--- src/shared/pmi_pkg.sv ---
// Purpose: Constants shared by the processor message inbox design.
// Assumes: Local bus decode with full 32-bit byte addresses.
// Notes:   Queue 0 belongs to the first processor, queue 1 to the second.
`default_nettype none
package pmi_pkg;

  localparam int unsigned NQ     = 2;
  localparam int unsigned QDEPTH = 64;
  localparam int unsigned MSG_W  = 4;
  localparam int unsigned PTR_W  = 6;
  localparam int unsigned CNT_W  = 7;
  localparam int unsigned MSG_LSB = 28;
  localparam int unsigned MSG_MSB = 31;

  // Fixed register addresses
  localparam logic [31:0] POP_ADDR  = 32'hFE30_0000;
  localparam logic [31:0] IRQ_DIS_A = 32'hFE39_000C;
  localparam logic [31:0] IRQ_EN_A  = 32'hFE39_000D;
  localparam logic [31:0] IRQ_DIS_B = 32'hFE39_800C;
  localparam logic [31:0] IRQ_EN_B  = 32'hFE39_800D;

  // Window: last 256 bytes of DRAM, bit 7 picks the queue
  localparam int unsigned WIN_SEL_BIT = 7;

  // Access size codes on the local bus
  localparam logic [1:0] SZ_BYTE = 2'h0;
  localparam logic [1:0] SZ_WORD = 2'h1;
  localparam logic [1:0] SZ_LONG = 2'h2;

  // Values after reset
  localparam logic [CNT_W-1:0] CNT_RST = 7'h00;
  localparam logic [PTR_W-1:0] PTR_RST = 6'h00;
  localparam logic             EN_RST  = 1'b0;
  localparam logic             IRQ_RST = 1'b0;
  localparam logic [31:0]      RDATA_RST = 32'h0000_0000;

endpackage
`default_nettype wire
--- src/rtl/pmi_fifo.sv ---
// Purpose: One 64 x 4 message queue with occupancy count.
// Assumes: Caller gates pop with not-empty.
// Notes:   Push while full is dropped unless a pop frees a slot.
`timescale 1ns/1ps
`default_nettype none
module pmi_fifo
  import pmi_pkg::*;
(
  input  wire logic             clk,   // Local bus clock
  input  wire logic             rst,   // Synchronous reset
  input  wire logic             push,  // Store din
  input  wire logic             pop,   // Drop oldest entry
  input  wire logic [MSG_W-1:0] din,   // Message in
  output logic      [MSG_W-1:0] head,  // Oldest message
  output logic      [CNT_W-1:0] count, // Entries held
  output logic                  empty, // No entries
  output logic                  full   // 64 entries held
);

  logic [MSG_W-1:0] mem [QDEPTH];
  logic [PTR_W-1:0] wr_ptr_reg;
  logic [PTR_W-1:0] rd_ptr_reg;
  logic [CNT_W-1:0] cnt_reg;
  logic             push_ok;
  logic             pop_ok;

  assign empty   = (cnt_reg == CNT_RST);
  assign full    = (cnt_reg == CNT_W'(QDEPTH));
  assign pop_ok  = pop && !empty;
  assign push_ok = push && (!full || pop_ok);
  assign head    = mem[rd_ptr_reg];
  assign count   = cnt_reg;

  // Storage needs no reset; count and pointers define validity
  always_ff @(posedge clk) begin
    if (push_ok) begin
      mem[wr_ptr_reg] <= din;
    end
  end

  always_ff @(posedge clk) begin
    if (rst) begin
      wr_ptr_reg <= PTR_RST;
      rd_ptr_reg <= PTR_RST;
      cnt_reg    <= CNT_RST;
    end else begin
      if (push_ok) begin
        wr_ptr_reg <= wr_ptr_reg + 6'h01;
      end
      if (pop_ok) begin
        rd_ptr_reg <= rd_ptr_reg + 6'h01;
      end
      if (push_ok && !pop_ok) begin
        cnt_reg <= cnt_reg + 7'h01;
      end else if (pop_ok && !push_ok) begin
        cnt_reg <= cnt_reg - 7'h01;
      end
    end
  end

endmodule
`default_nettype wire

--- src/rtl/pmi_inbox.sv ---
// Purpose: Per-processor message inbox with interrupt on non-empty.
// Assumes: One access per bus_valid pulse; inputs synchronous to clk.
// Notes:   Window writes are snooped only; DRAM itself answers them.
//
// Overview of operation
// - Window write pushes one 4-bit entry
// - Message is data bits 28 to 31
// - Windows are the two halves of top 256B
// - Each window feeds only its own queue
// - Any bus master may post messages
// - Queue address read pops oldest message
// - Pop read goes to requester's own queue
// - Each queue holds 64 messages
// - Non-empty enabled queue raises level-3 interrupt
// - Interrupt drops when queue empties
// - Remaining messages keep interrupt asserted
// - Byte writes enable/disable first queue interrupt
// - Byte writes enable/disable second queue interrupt
// - Queue interrupt goes only to owner
`timescale 1ns/1ps
`default_nettype none
module pmi_inbox
  import pmi_pkg::*;
(
  input  wire logic        clk,           // Local bus clock, 250 MHz
  input  wire logic        rst,           // Board reset, sync, high
  input  wire logic        bus_valid,     // One-cycle access strobe
  input  wire logic        bus_we,        // 1 write, 0 read
  input  wire logic [31:0] bus_addr,      // Byte address
  input  wire logic [1:0]  bus_size,      // Access size code
  input  wire logic [31:0] bus_wdata,     // Write data, D31 at top
  input  wire logic        bus_cpu,       // Reading processor, 0 or 1
  input  wire logic [23:0] dram_top_page, // Addr 31:8 of last DRAM page
  output logic             bus_ack,       // Register access answered
  output logic      [31:0] bus_rdata,     // Read data, valid with ack
  output logic             irq_a_l3,      // Level-3 irq, processor 0
  output logic             irq_b_l3       // Level-3 irq, processor 1
);

  localparam logic [NQ-1:0][31:0] EN_ADDR  = {IRQ_EN_B, IRQ_EN_A};
  localparam logic [NQ-1:0][31:0] DIS_ADDR = {IRQ_DIS_B, IRQ_DIS_A};

  logic [NQ-1:0]    push;
  logic [NQ-1:0]    pop;
  logic [NQ-1:0]    q_empty;
  logic [NQ-1:0]    q_full;
  logic [NQ-1:0]    en_reg;
  logic [NQ-1:0]    irq_reg;
  logic [MSG_W-1:0] q_head  [NQ];
  logic [CNT_W-1:0] q_count [NQ];
  logic [MSG_W-1:0] message_bits;
  logic             wr_valid;
  logic             pop_hit;
  logic             ctl_hit;
  logic             ack_reg;
  logic [31:0]      rdata_reg;

  // Top page compare, bit 7 selects the queue's half
  function automatic logic win_hit(input logic [31:0] a,
                                   input logic [23:0] page,
                                   input logic        q);
    return (a[31:8] == page) && (a[WIN_SEL_BIT] == q);
  endfunction

  function automatic logic byte_wr_at(input logic        v,
                                      input logic        we,
                                      input logic [1:0]  sz,
                                      input logic [31:0] a,
                                      input logic [31:0] target);
    return v && we && (sz == SZ_BYTE) && (a == target);
  endfunction

  assign message_bits = bus_wdata[MSG_MSB:MSG_LSB];
  // No master filter: every master's write counts
  assign wr_valid = bus_valid && bus_we;
  assign pop_hit  = bus_valid && !bus_we && (bus_addr == POP_ADDR);
  assign ctl_hit  = bus_valid && bus_we &&
                    ((bus_addr == IRQ_EN_A)  || (bus_addr == IRQ_DIS_A) ||
                     (bus_addr == IRQ_EN_B)  || (bus_addr == IRQ_DIS_B));

  for (genvar q = 0; q < NQ; q++) begin : g_queue
    // Each half decodes to its own queue only
    assign push[q] = wr_valid &&
                     win_hit(bus_addr, dram_top_page, 1'(q));
    assign pop[q]  = pop_hit && (bus_cpu == 1'(q)) &&
                     !q_empty[q];

    pmi_fifo u_fifo (
      .clk   (clk),
      .rst   (rst),
      .push  (push[q]),
      .pop   (pop[q]),
      .din   (message_bits),
      .head  (q_head[q]),
      .count (q_count[q]),
      .empty (q_empty[q]),
      .full  (q_full[q])
    );

    // Data written is ignored; only a byte-size write to the location matters
    always_ff @(posedge clk) begin
      if (rst) begin
        en_reg[q] <= EN_RST;
      end else if (byte_wr_at(bus_valid, bus_we, bus_size,
                              bus_addr, EN_ADDR[q])) begin
        en_reg[q] <= 1'b1;
      end else if (byte_wr_at(bus_valid, bus_we, bus_size,
                              bus_addr, DIS_ADDR[q])) begin
        en_reg[q] <= 1'b0;
      end
    end

    // Level follows occupancy; no acknowledge needed
    always_ff @(posedge clk) begin
      if (rst) begin
        irq_reg[q] <= IRQ_RST;
      end else begin
        irq_reg[q] <= en_reg[q] && !q_empty[q];
      end
    end
  end

  // Fixed wiring, no steering path exists
  assign irq_a_l3 = irq_reg[0];
  assign irq_b_l3 = irq_reg[1];

  always_ff @(posedge clk) begin
    if (rst) begin
      ack_reg <= 1'b0;
    end else begin
      ack_reg <= pop_hit || ctl_hit;
    end
  end

  // Empty queue reads as zero and is left untouched
  always_ff @(posedge clk) begin
    if (rst) begin
      rdata_reg <= RDATA_RST;
    end else if (pop_hit) begin
      rdata_reg <= 32'h0000_0000;
      if (!q_empty[bus_cpu]) begin
        rdata_reg[MSG_MSB:MSG_LSB] <= q_head[bus_cpu];
      end
    end
  end

  assign bus_ack   = ack_reg;
  assign bus_rdata = rdata_reg;

  a_push_grows: assert property (@(posedge clk) disable iff (rst)
    push[0] && !q_full[0] && !pop[0] |=>
      q_count[0] == $past(q_count[0]) + 7'h01)
    else $error("window write did not add an entry");

  a_msg_bits: assert property (@(posedge clk) disable iff (rst)
    push[1] && q_empty[1] && !pop[1] ##1 pop_hit && bus_cpu |=>
      bus_rdata[31:28] == $past(bus_wdata[31:28], 2))
    else $error("stored message not from bits 31..28");

  a_win_split: assert property (@(posedge clk) disable iff (rst)
    push[1] && !pop[0] |=> q_count[0] == $past(q_count[0]))
    else $error("second window disturbed first queue");

  a_pop_shrinks: assert property (@(posedge clk) disable iff (rst)
    pop_hit && !bus_cpu && !q_empty[0] && !push[0] |=>
      q_count[0] == $past(q_count[0]) - 7'h01 && bus_ack)
    else $error("pop read did not remove an entry");

  a_pop_route: assert property (@(posedge clk) disable iff (rst)
    pop_hit && bus_cpu && !push[0] |=> $stable(q_count[0]))
    else $error("second processor read popped first queue");

  a_full_drop: assert property (@(posedge clk) disable iff (rst)
    q_full[0] && push[0] && !pop[0] |=>
      q_count[0] == 7'h40 && q_head[0] == $past(q_head[0]))
    else $error("push at full changed the queue");

  a_irq_raise: assert property (@(posedge clk) disable iff (rst)
    en_reg[0] && push[0] && q_empty[0] && !ctl_hit ##1 !ctl_hit
      |=> irq_a_l3)
    else $error("enabled queue did not raise interrupt");

  a_irq_clear: assert property (@(posedge clk) disable iff (rst)
    q_count[0] == 7'h01 && pop[0] && !push[0] ##1 !push[0]
      |=> !irq_a_l3)
    else $error("interrupt stayed after queue emptied");

  a_irq_disable: assert property (@(posedge clk) disable iff (rst)
    byte_wr_at(bus_valid, bus_we, bus_size, bus_addr, IRQ_DIS_A)
      |=> ##1 !irq_a_l3)
    else $error("disable write left interrupt on");

  a_irq_enable_b: assert property (@(posedge clk) disable iff (rst)
    byte_wr_at(bus_valid, bus_we, bus_size, bus_addr, IRQ_EN_B) &&
      !q_empty[1] && !pop[1] ##1 !pop[1] && !ctl_hit |=> irq_b_l3)
    else $error("enable write did not raise second interrupt");

  a_reset_state: assert property (@(posedge clk) disable iff (rst)
    $fell(rst) |-> q_count[0] == CNT_RST && q_count[1] == CNT_RST &&
      en_reg == 2'b00 && !irq_a_l3 && !irq_b_l3)
    else $error("reset did not clear queues and enables");

  a_push_grows_b: assert property (@(posedge clk) disable iff (rst)
    push[1] && !q_full[1] && !pop[1] |=>
      q_count[1] == $past(q_count[1]) + 7'h01)
    else $error("second window write did not add an entry");

  a_stray_write: assert property (@(posedge clk) disable iff (rst)
    !push[0] && !pop[0] |=>
      q_count[0] == $past(q_count[0]))
    else $error("first queue changed with no window access");

  a_win_split_b: assert property (@(posedge clk) disable iff (rst)
    push[0] && !pop[1] |=>
      q_count[1] == $past(q_count[1]))
    else $error("first window disturbed second queue");

  a_pop_shrinks_b: assert property (@(posedge clk) disable iff (rst)
    pop_hit && bus_cpu && !q_empty[1] && !push[1] |=>
      q_count[1] == $past(q_count[1]) - 7'h01 && bus_ack)
    else $error("second pop read did not remove an entry");

  a_pop_route_b: assert property (@(posedge clk) disable iff (rst)
    pop_hit && !bus_cpu && !push[1] |=>
      $stable(q_count[1]))
    else $error("first processor read popped second queue");

  a_empty_read: assert property (@(posedge clk) disable iff (rst)
    pop_hit && q_empty[bus_cpu] |=>
      bus_rdata == 32'h0000_0000)
    else $error("empty queue read returned data");

  a_read_lanes: assert property (@(posedge clk) disable iff (rst)
    bus_ack |->
      bus_rdata[27:0] == 28'h0000000)
    else $error("read data outside message lanes");

  a_depth_max: assert property (@(posedge clk) disable iff (rst)
    q_count[0] <= 7'h40 &&
      q_count[1] <= 7'h40)
    else $error("queue count above 64");

  a_irq_gate_a: assert property (@(posedge clk) disable iff (rst)
    !en_reg[0] |=>
      !irq_a_l3)
    else $error("disabled first queue raised interrupt");

  a_irq_gate_b: assert property (@(posedge clk) disable iff (rst)
    !en_reg[1] |=>
      !irq_b_l3)
    else $error("disabled second queue raised interrupt");

  a_irq_raise_b: assert property (@(posedge clk) disable iff (rst)
    en_reg[1] && push[1] && q_empty[1] && !ctl_hit |=>
      ##1 irq_b_l3)
    else $error("enabled second queue did not raise interrupt");

  a_irq_empty_a: assert property (@(posedge clk) disable iff (rst)
    q_empty[0] |=>
      !irq_a_l3)
    else $error("empty first queue kept interrupt");

  a_irq_empty_b: assert property (@(posedge clk) disable iff (rst)
    q_empty[1] |=>
      !irq_b_l3)
    else $error("empty second queue kept interrupt");

  a_irq_hold_a: assert property (@(posedge clk) disable iff (rst)
    en_reg[0] && !q_empty[0] |=>
      irq_a_l3)
    else $error("pending messages left interrupt low");

  a_size_ignored: assert property (@(posedge clk) disable iff (rst)
    ctl_hit && bus_size != SZ_BYTE |=>
      $stable(en_reg))
    else $error("non-byte control write changed an enable");

  a_irq_enable_a: assert property (@(posedge clk) disable iff (rst)
    byte_wr_at(bus_valid, bus_we, bus_size, bus_addr, IRQ_EN_A) &&
      !q_empty[0] && !pop[0] |=> ##1 irq_a_l3)
    else $error("enable write did not raise first interrupt");

  a_irq_disable_b: assert property (@(posedge clk) disable iff (rst)
    byte_wr_at(bus_valid, bus_we, bus_size, bus_addr, IRQ_DIS_B)
      |=> ##1 !irq_b_l3)
    else $error("disable write left second interrupt on");

  a_irq_source: assert property (@(posedge clk) disable iff (rst)
    irq_a_l3 |->
      $past(en_reg[0]) && !$past(q_empty[0]))
    else $error("first interrupt not from its own queue");

  a_ack_answer: assert property (@(posedge clk) disable iff (rst)
    pop_hit || ctl_hit |=>
      bus_ack)
    else $error("register access not acknowledged");

  a_ack_quiet: assert property (@(posedge clk) disable iff (rst)
    !(pop_hit || ctl_hit) |=>
      !bus_ack)
    else $error("acknowledge without register access");

  a_reset_outs: assert property (@(posedge clk) disable iff (rst)
    $fell(rst) |->
      !bus_ack && bus_rdata == 32'h0000_0000)
    else $error("reset did not clear bus outputs");

endmodule
`default_nettype wire

--- config.mk ---
export PLATFORM = sky130hd
export DESIGN_NAME = pmi_inbox
export DESIGN_NICKNAME = d
export VERILOG_FILES = /design/src/shared/pmi_pkg.sv /design/src/rtl/pmi_fifo.sv /design/src/rtl/pmi_inbox.sv
export SDC_FILE = /design/constraint.sdc
export NUM_CORES = 1
export LEC_CHECK = 0
export BUFFER_PORTS_ARGS = -buffer_cell sky130_fd_sc_hd__buf_2
export CORE_MARGIN = 8
export CORE_UTILIZATION = 50
export CTS_BUF_LIST = sky130_fd_sc_hd__clkbuf_8
export DETAILED_ROUTE_END_ITERATION = 12
export GPL_TIMING_DRIVEN = 0
export PLACE_DENSITY = 0.68
export SYNTH_ARGS = -nofsm -noshare
export SYNTH_HDL_FRONTEND = slang
export SYNTH_SLANG_ARGS = --single-unit
--- constraint.sdc ---
create_clock -name clk -period 7.2 [get_ports clk]
set_clock_uncertainty 0.1 [all_clocks]
set_input_delay 1.08 -clock clk [delete_from_list [all_inputs] [get_ports clk]]
set_output_delay 1.08 -clock clk [all_outputs]
set_load 0.01 [all_outputs]
==> impl_metrics.env <==
export IMPL_synth_seq_cells=571
export IMPL_final_hold_violation_count=0
export IMPL_ys_warn_count=0
export IMPL_drc=0
export IMPL_synth_edf_count=512
export IMPL_globalplace_congestion=0.8776
export IMPL_p_leak_nw=8.710
export IMPL_comb_power_share_pct=1.8
export IMPL_wl_per_cell_um=24.50
export IMPL_synth_compound_area_share_pct=3.506
export IMPL_drv_cap=0
export IMPL_clock_sinks=571
export IMPL_cts_buffers=88
export IMPL_grt_max_degree=97
export IMPL_clock_fmax_mhz=215.0
export IMPL_ir_worst_vdd_mv=0.1140
export IMPL_die_area_um2=54460
export IMPL_yosysTopAreaCell="edfxtp_1"
export IMPL_vias=13640
export IMPL_vias_per_cell=5.936
export IMPL_die_w_um=233.4
export IMPL_hold_path_class="reg2reg"
export IMPL_grt_pass1_vias=13720
export IMPL_drtIter0Drc=1702
export IMPL_ant_nets=0
export IMPL_total_power_mw=6.389
export IMPL_slew_violations=0
export IMPL_nets=1730
export IMPL_ys_flop_type="edfxtp_1"
export IMPL_path_max_fanout=9
export IMPL_synthAdderAreaFrac_pct=1.123
export IMPL_outcome="completed"
export IMPL_multiInputGateArea_um2=6649
export IMPL_slew_headroom_pct=14.87
export IMPL_seq_area_um2=16560
export IMPL_pwr_share_seq_pct=56.4
export IMPL_synth_top_cell_area_share_pct=65.08
export IMPL_cts_repair_resized=0
export IMPL_ys_seq_area_share_pct=70.08
export IMPL_hold_buffers=0
export IMPL_fillers=3526
export IMPL_critPathLaunchType="primary input"
export IMPL_start_util_pct=50.74
export IMPL_synth_top_cells_by_area="edfxtp_1 65%, mux4_2 11%, dfxtp_1 5.0%"
export IMPL_htree_levels=3
export IMPL_cp_required_ns=7.67
export IMPL_r2r_slack_ns=3.06
export IMPL_cp_end_kind="flip-flop"
export IMPL_p_int_mw=5.083
export IMPL_synthSimpleGateAreaFrac_pct=8.099
export IMPL_synth_distinct_cells=66
export IMPL_swShare_pct=20.44
export IMPL_cts_buffer_depth=3
export IMPL_rsz0062_at_grt="false"
export IMPL_tns_ns=0
export IMPL_first_pass_iters=8
export IMPL_io_pins=130
export IMPL_clkTransAtPathRegs_ns=0.06
export IMPL_power_density_nw_per_um2=239.0
export IMPL_p_clk_share_pct=41.8
export IMPL_synth_area_um2=23620
export IMPL_avgSynthCellArea_um2=16.62
export IMPL_top_register="g_queue.u_fifo.mem"
export IMPL_synthArstFlopShare_pct=0
export IMPL_fin_crit_ns=4.652
export IMPL_grt_use_total_pct=20.87
export IMPL_netlist_instances=1421
export IMPL_io_buffers=73
export IMPL_fin_area_um2=26730
export IMPL_core_area_um2=46560
export IMPL_fp_dieH_um=233.4
export IMPL_synthMuxAreaShare_pct=12.97
export IMPL_p_sw_mw=1.306
export IMPL_synth_top_family_by_area="multiplexers"
export IMPL_finalCritPeriodShare_pct=64.61
export IMPL_routed_wl_um=56280
export IMPL_grt_overflow=0
export IMPL_criticalPathCategory="in2reg"
export IMPL_area_growth_pct=13.15
export IMPL_largest_reg_flops=512
export IMPL_antenna_found_initial=1
export IMPL_worst_pin_slew_ns=1.277
export IMPL_layout_drive_gt1_share_pct=22.08
export IMPL_fin_util_pct=57.41
export IMPL_fp_row_count=79
export IMPL_cts_tree="yes"
export IMPL_post_cts_setup_buffers=0
export IMPL_cp_arrival_ns=5.13
export IMPL_yosys_area_share_xor_xnor_pct=2.002
export IMPL_hpwl_um=37000
export IMPL_grt_pass1_wl_um=84300
export IMPL_setup_viol_count_final=0
export IMPL_insertion_delay_ns=0.64
export IMPL_placed_cell_area_um2=24970
export IMPL_cts_root_buf="clkbuf_8"
cells in the final DEF (no fill, tap or decap), drive strengths merged, types with 10 or more instances in the layout:
cell type  Yosys  routed
xor2          30      30
nand2         63      63
dfxtp         59      59
and2          12      12
clkinv         0      32
mux2i         44      44
nor2         197     197
a22oi         18      18
nor2b         14      14
nand4         18      18
o21ai         10      10
nand3         19      19
nor4          13      13
a21oi         31      31
mux4         115     115
ha            18      18
inv           13      39
edfxtp       512     512
xnor2         24      24
buf           61     138
clkbuf        32     131
conb           1      28
final timing paths:
kind                                    from                         end  cells after the start
max reg2reg       g_queue[0].u_fifo.count[0]  g_queue[0].u_fifo.count[6]                     13
max                             bus_addr[17]  g_queue[0].u_fifo.count[6]                     15
min          g_queue[1].u_fifo.rd_ptr_reg[1]                   flip-flop                      2
min reg2reg  g_queue[1].u_fifo.rd_ptr_reg[1]                   flip-flop                      2
stage by stage:
stage                     hold WS [ns]  setup slack, ns  instances
final                           0.3924            2.548       2297
after global routing            0.4181            2.305       2297
after CTS                       0.3898            2.540       2296
after detailed placement        0.3626            1.856       2132
after global placement          0.3619            1.912       2128
after floorplan                 0.3291            2.527       1448
routing by layer:
layer / share of wire (%) / global-route usage (%) / wire length, um
met5: 0 / 0 / 0
met1: 41 / 29.81 / 23280
met4: 1.8 / 6.588 / 1018
met2: 46 / 31.93 / 25780
met3: 11 / 4.537 / 6200
area by class of cell:
cell class                      count  area share (%)
Antenna cell                        1        0.009362
Buffer                             93           1.760
Clock buffer                       99           5.098
Clock inverter                     65           1.479
Inverter                           13          0.1826
Multi-Input combinational cell    771           24.87
Sequential cell                   571           61.94
Tap cell                          607           2.841
Timing Repair Buffer               77           1.816
worst max-delay path, stage by stage:
cell and delay [ns]:
buf_2 0.12, or4b_1 0.57, nor4_4 0.24, nand4b_2 0.24, a2111oi_4 0.76, ha_1 0.32, inv_1 0.15, fa_1 0.43
a21o_1 0.17, a21oi_1 0.21, o21bai_1 0.10, a21oi_1 0.18, xnor2_1 0.09, or3_1 0.31, a21oi_1 0.14
cells in the mapped netlist, drive strengths merged, types with 18 or more instances:
library cell / instances
a22oi: 18
mux2i: 44
nand2: 63
buf: 61
ha: 18
a21oi: 31
clkbuf: 32
xnor2: 24
nor2: 197
mux4: 115
dfxtp: 59
nand4: 18
xor2: 30
edfxtp: 512
nand3: 19
cells by family (layout without fill, tap and decap cells):
kind of cell	count (synthesis)	count (layout)
AOI/OAI and AO/OA	116	116
xor gates and xnor gates	54	54
adders and majority gates	20	20
buffers and inverters	106	347
DFF	571	571
muxes	162	162
other	1	29
and+or+nand+nor	391	391
power by group through the flow:
stage / clock, mW / combinational, mW / sequential (mW)
after floorplan: 0 / 0.0350 / 3.68
after global placement: 0 / 0.103 / 3.68
after detailed placement: 0 / 0.116 / 3.67
after CTS: 2.70 / 0.116 / 3.60
after global routing: 2.84 / 0.126 / 3.60
final: 2.67 / 0.116 / 3.60
(Power assumes the default switching activity.)
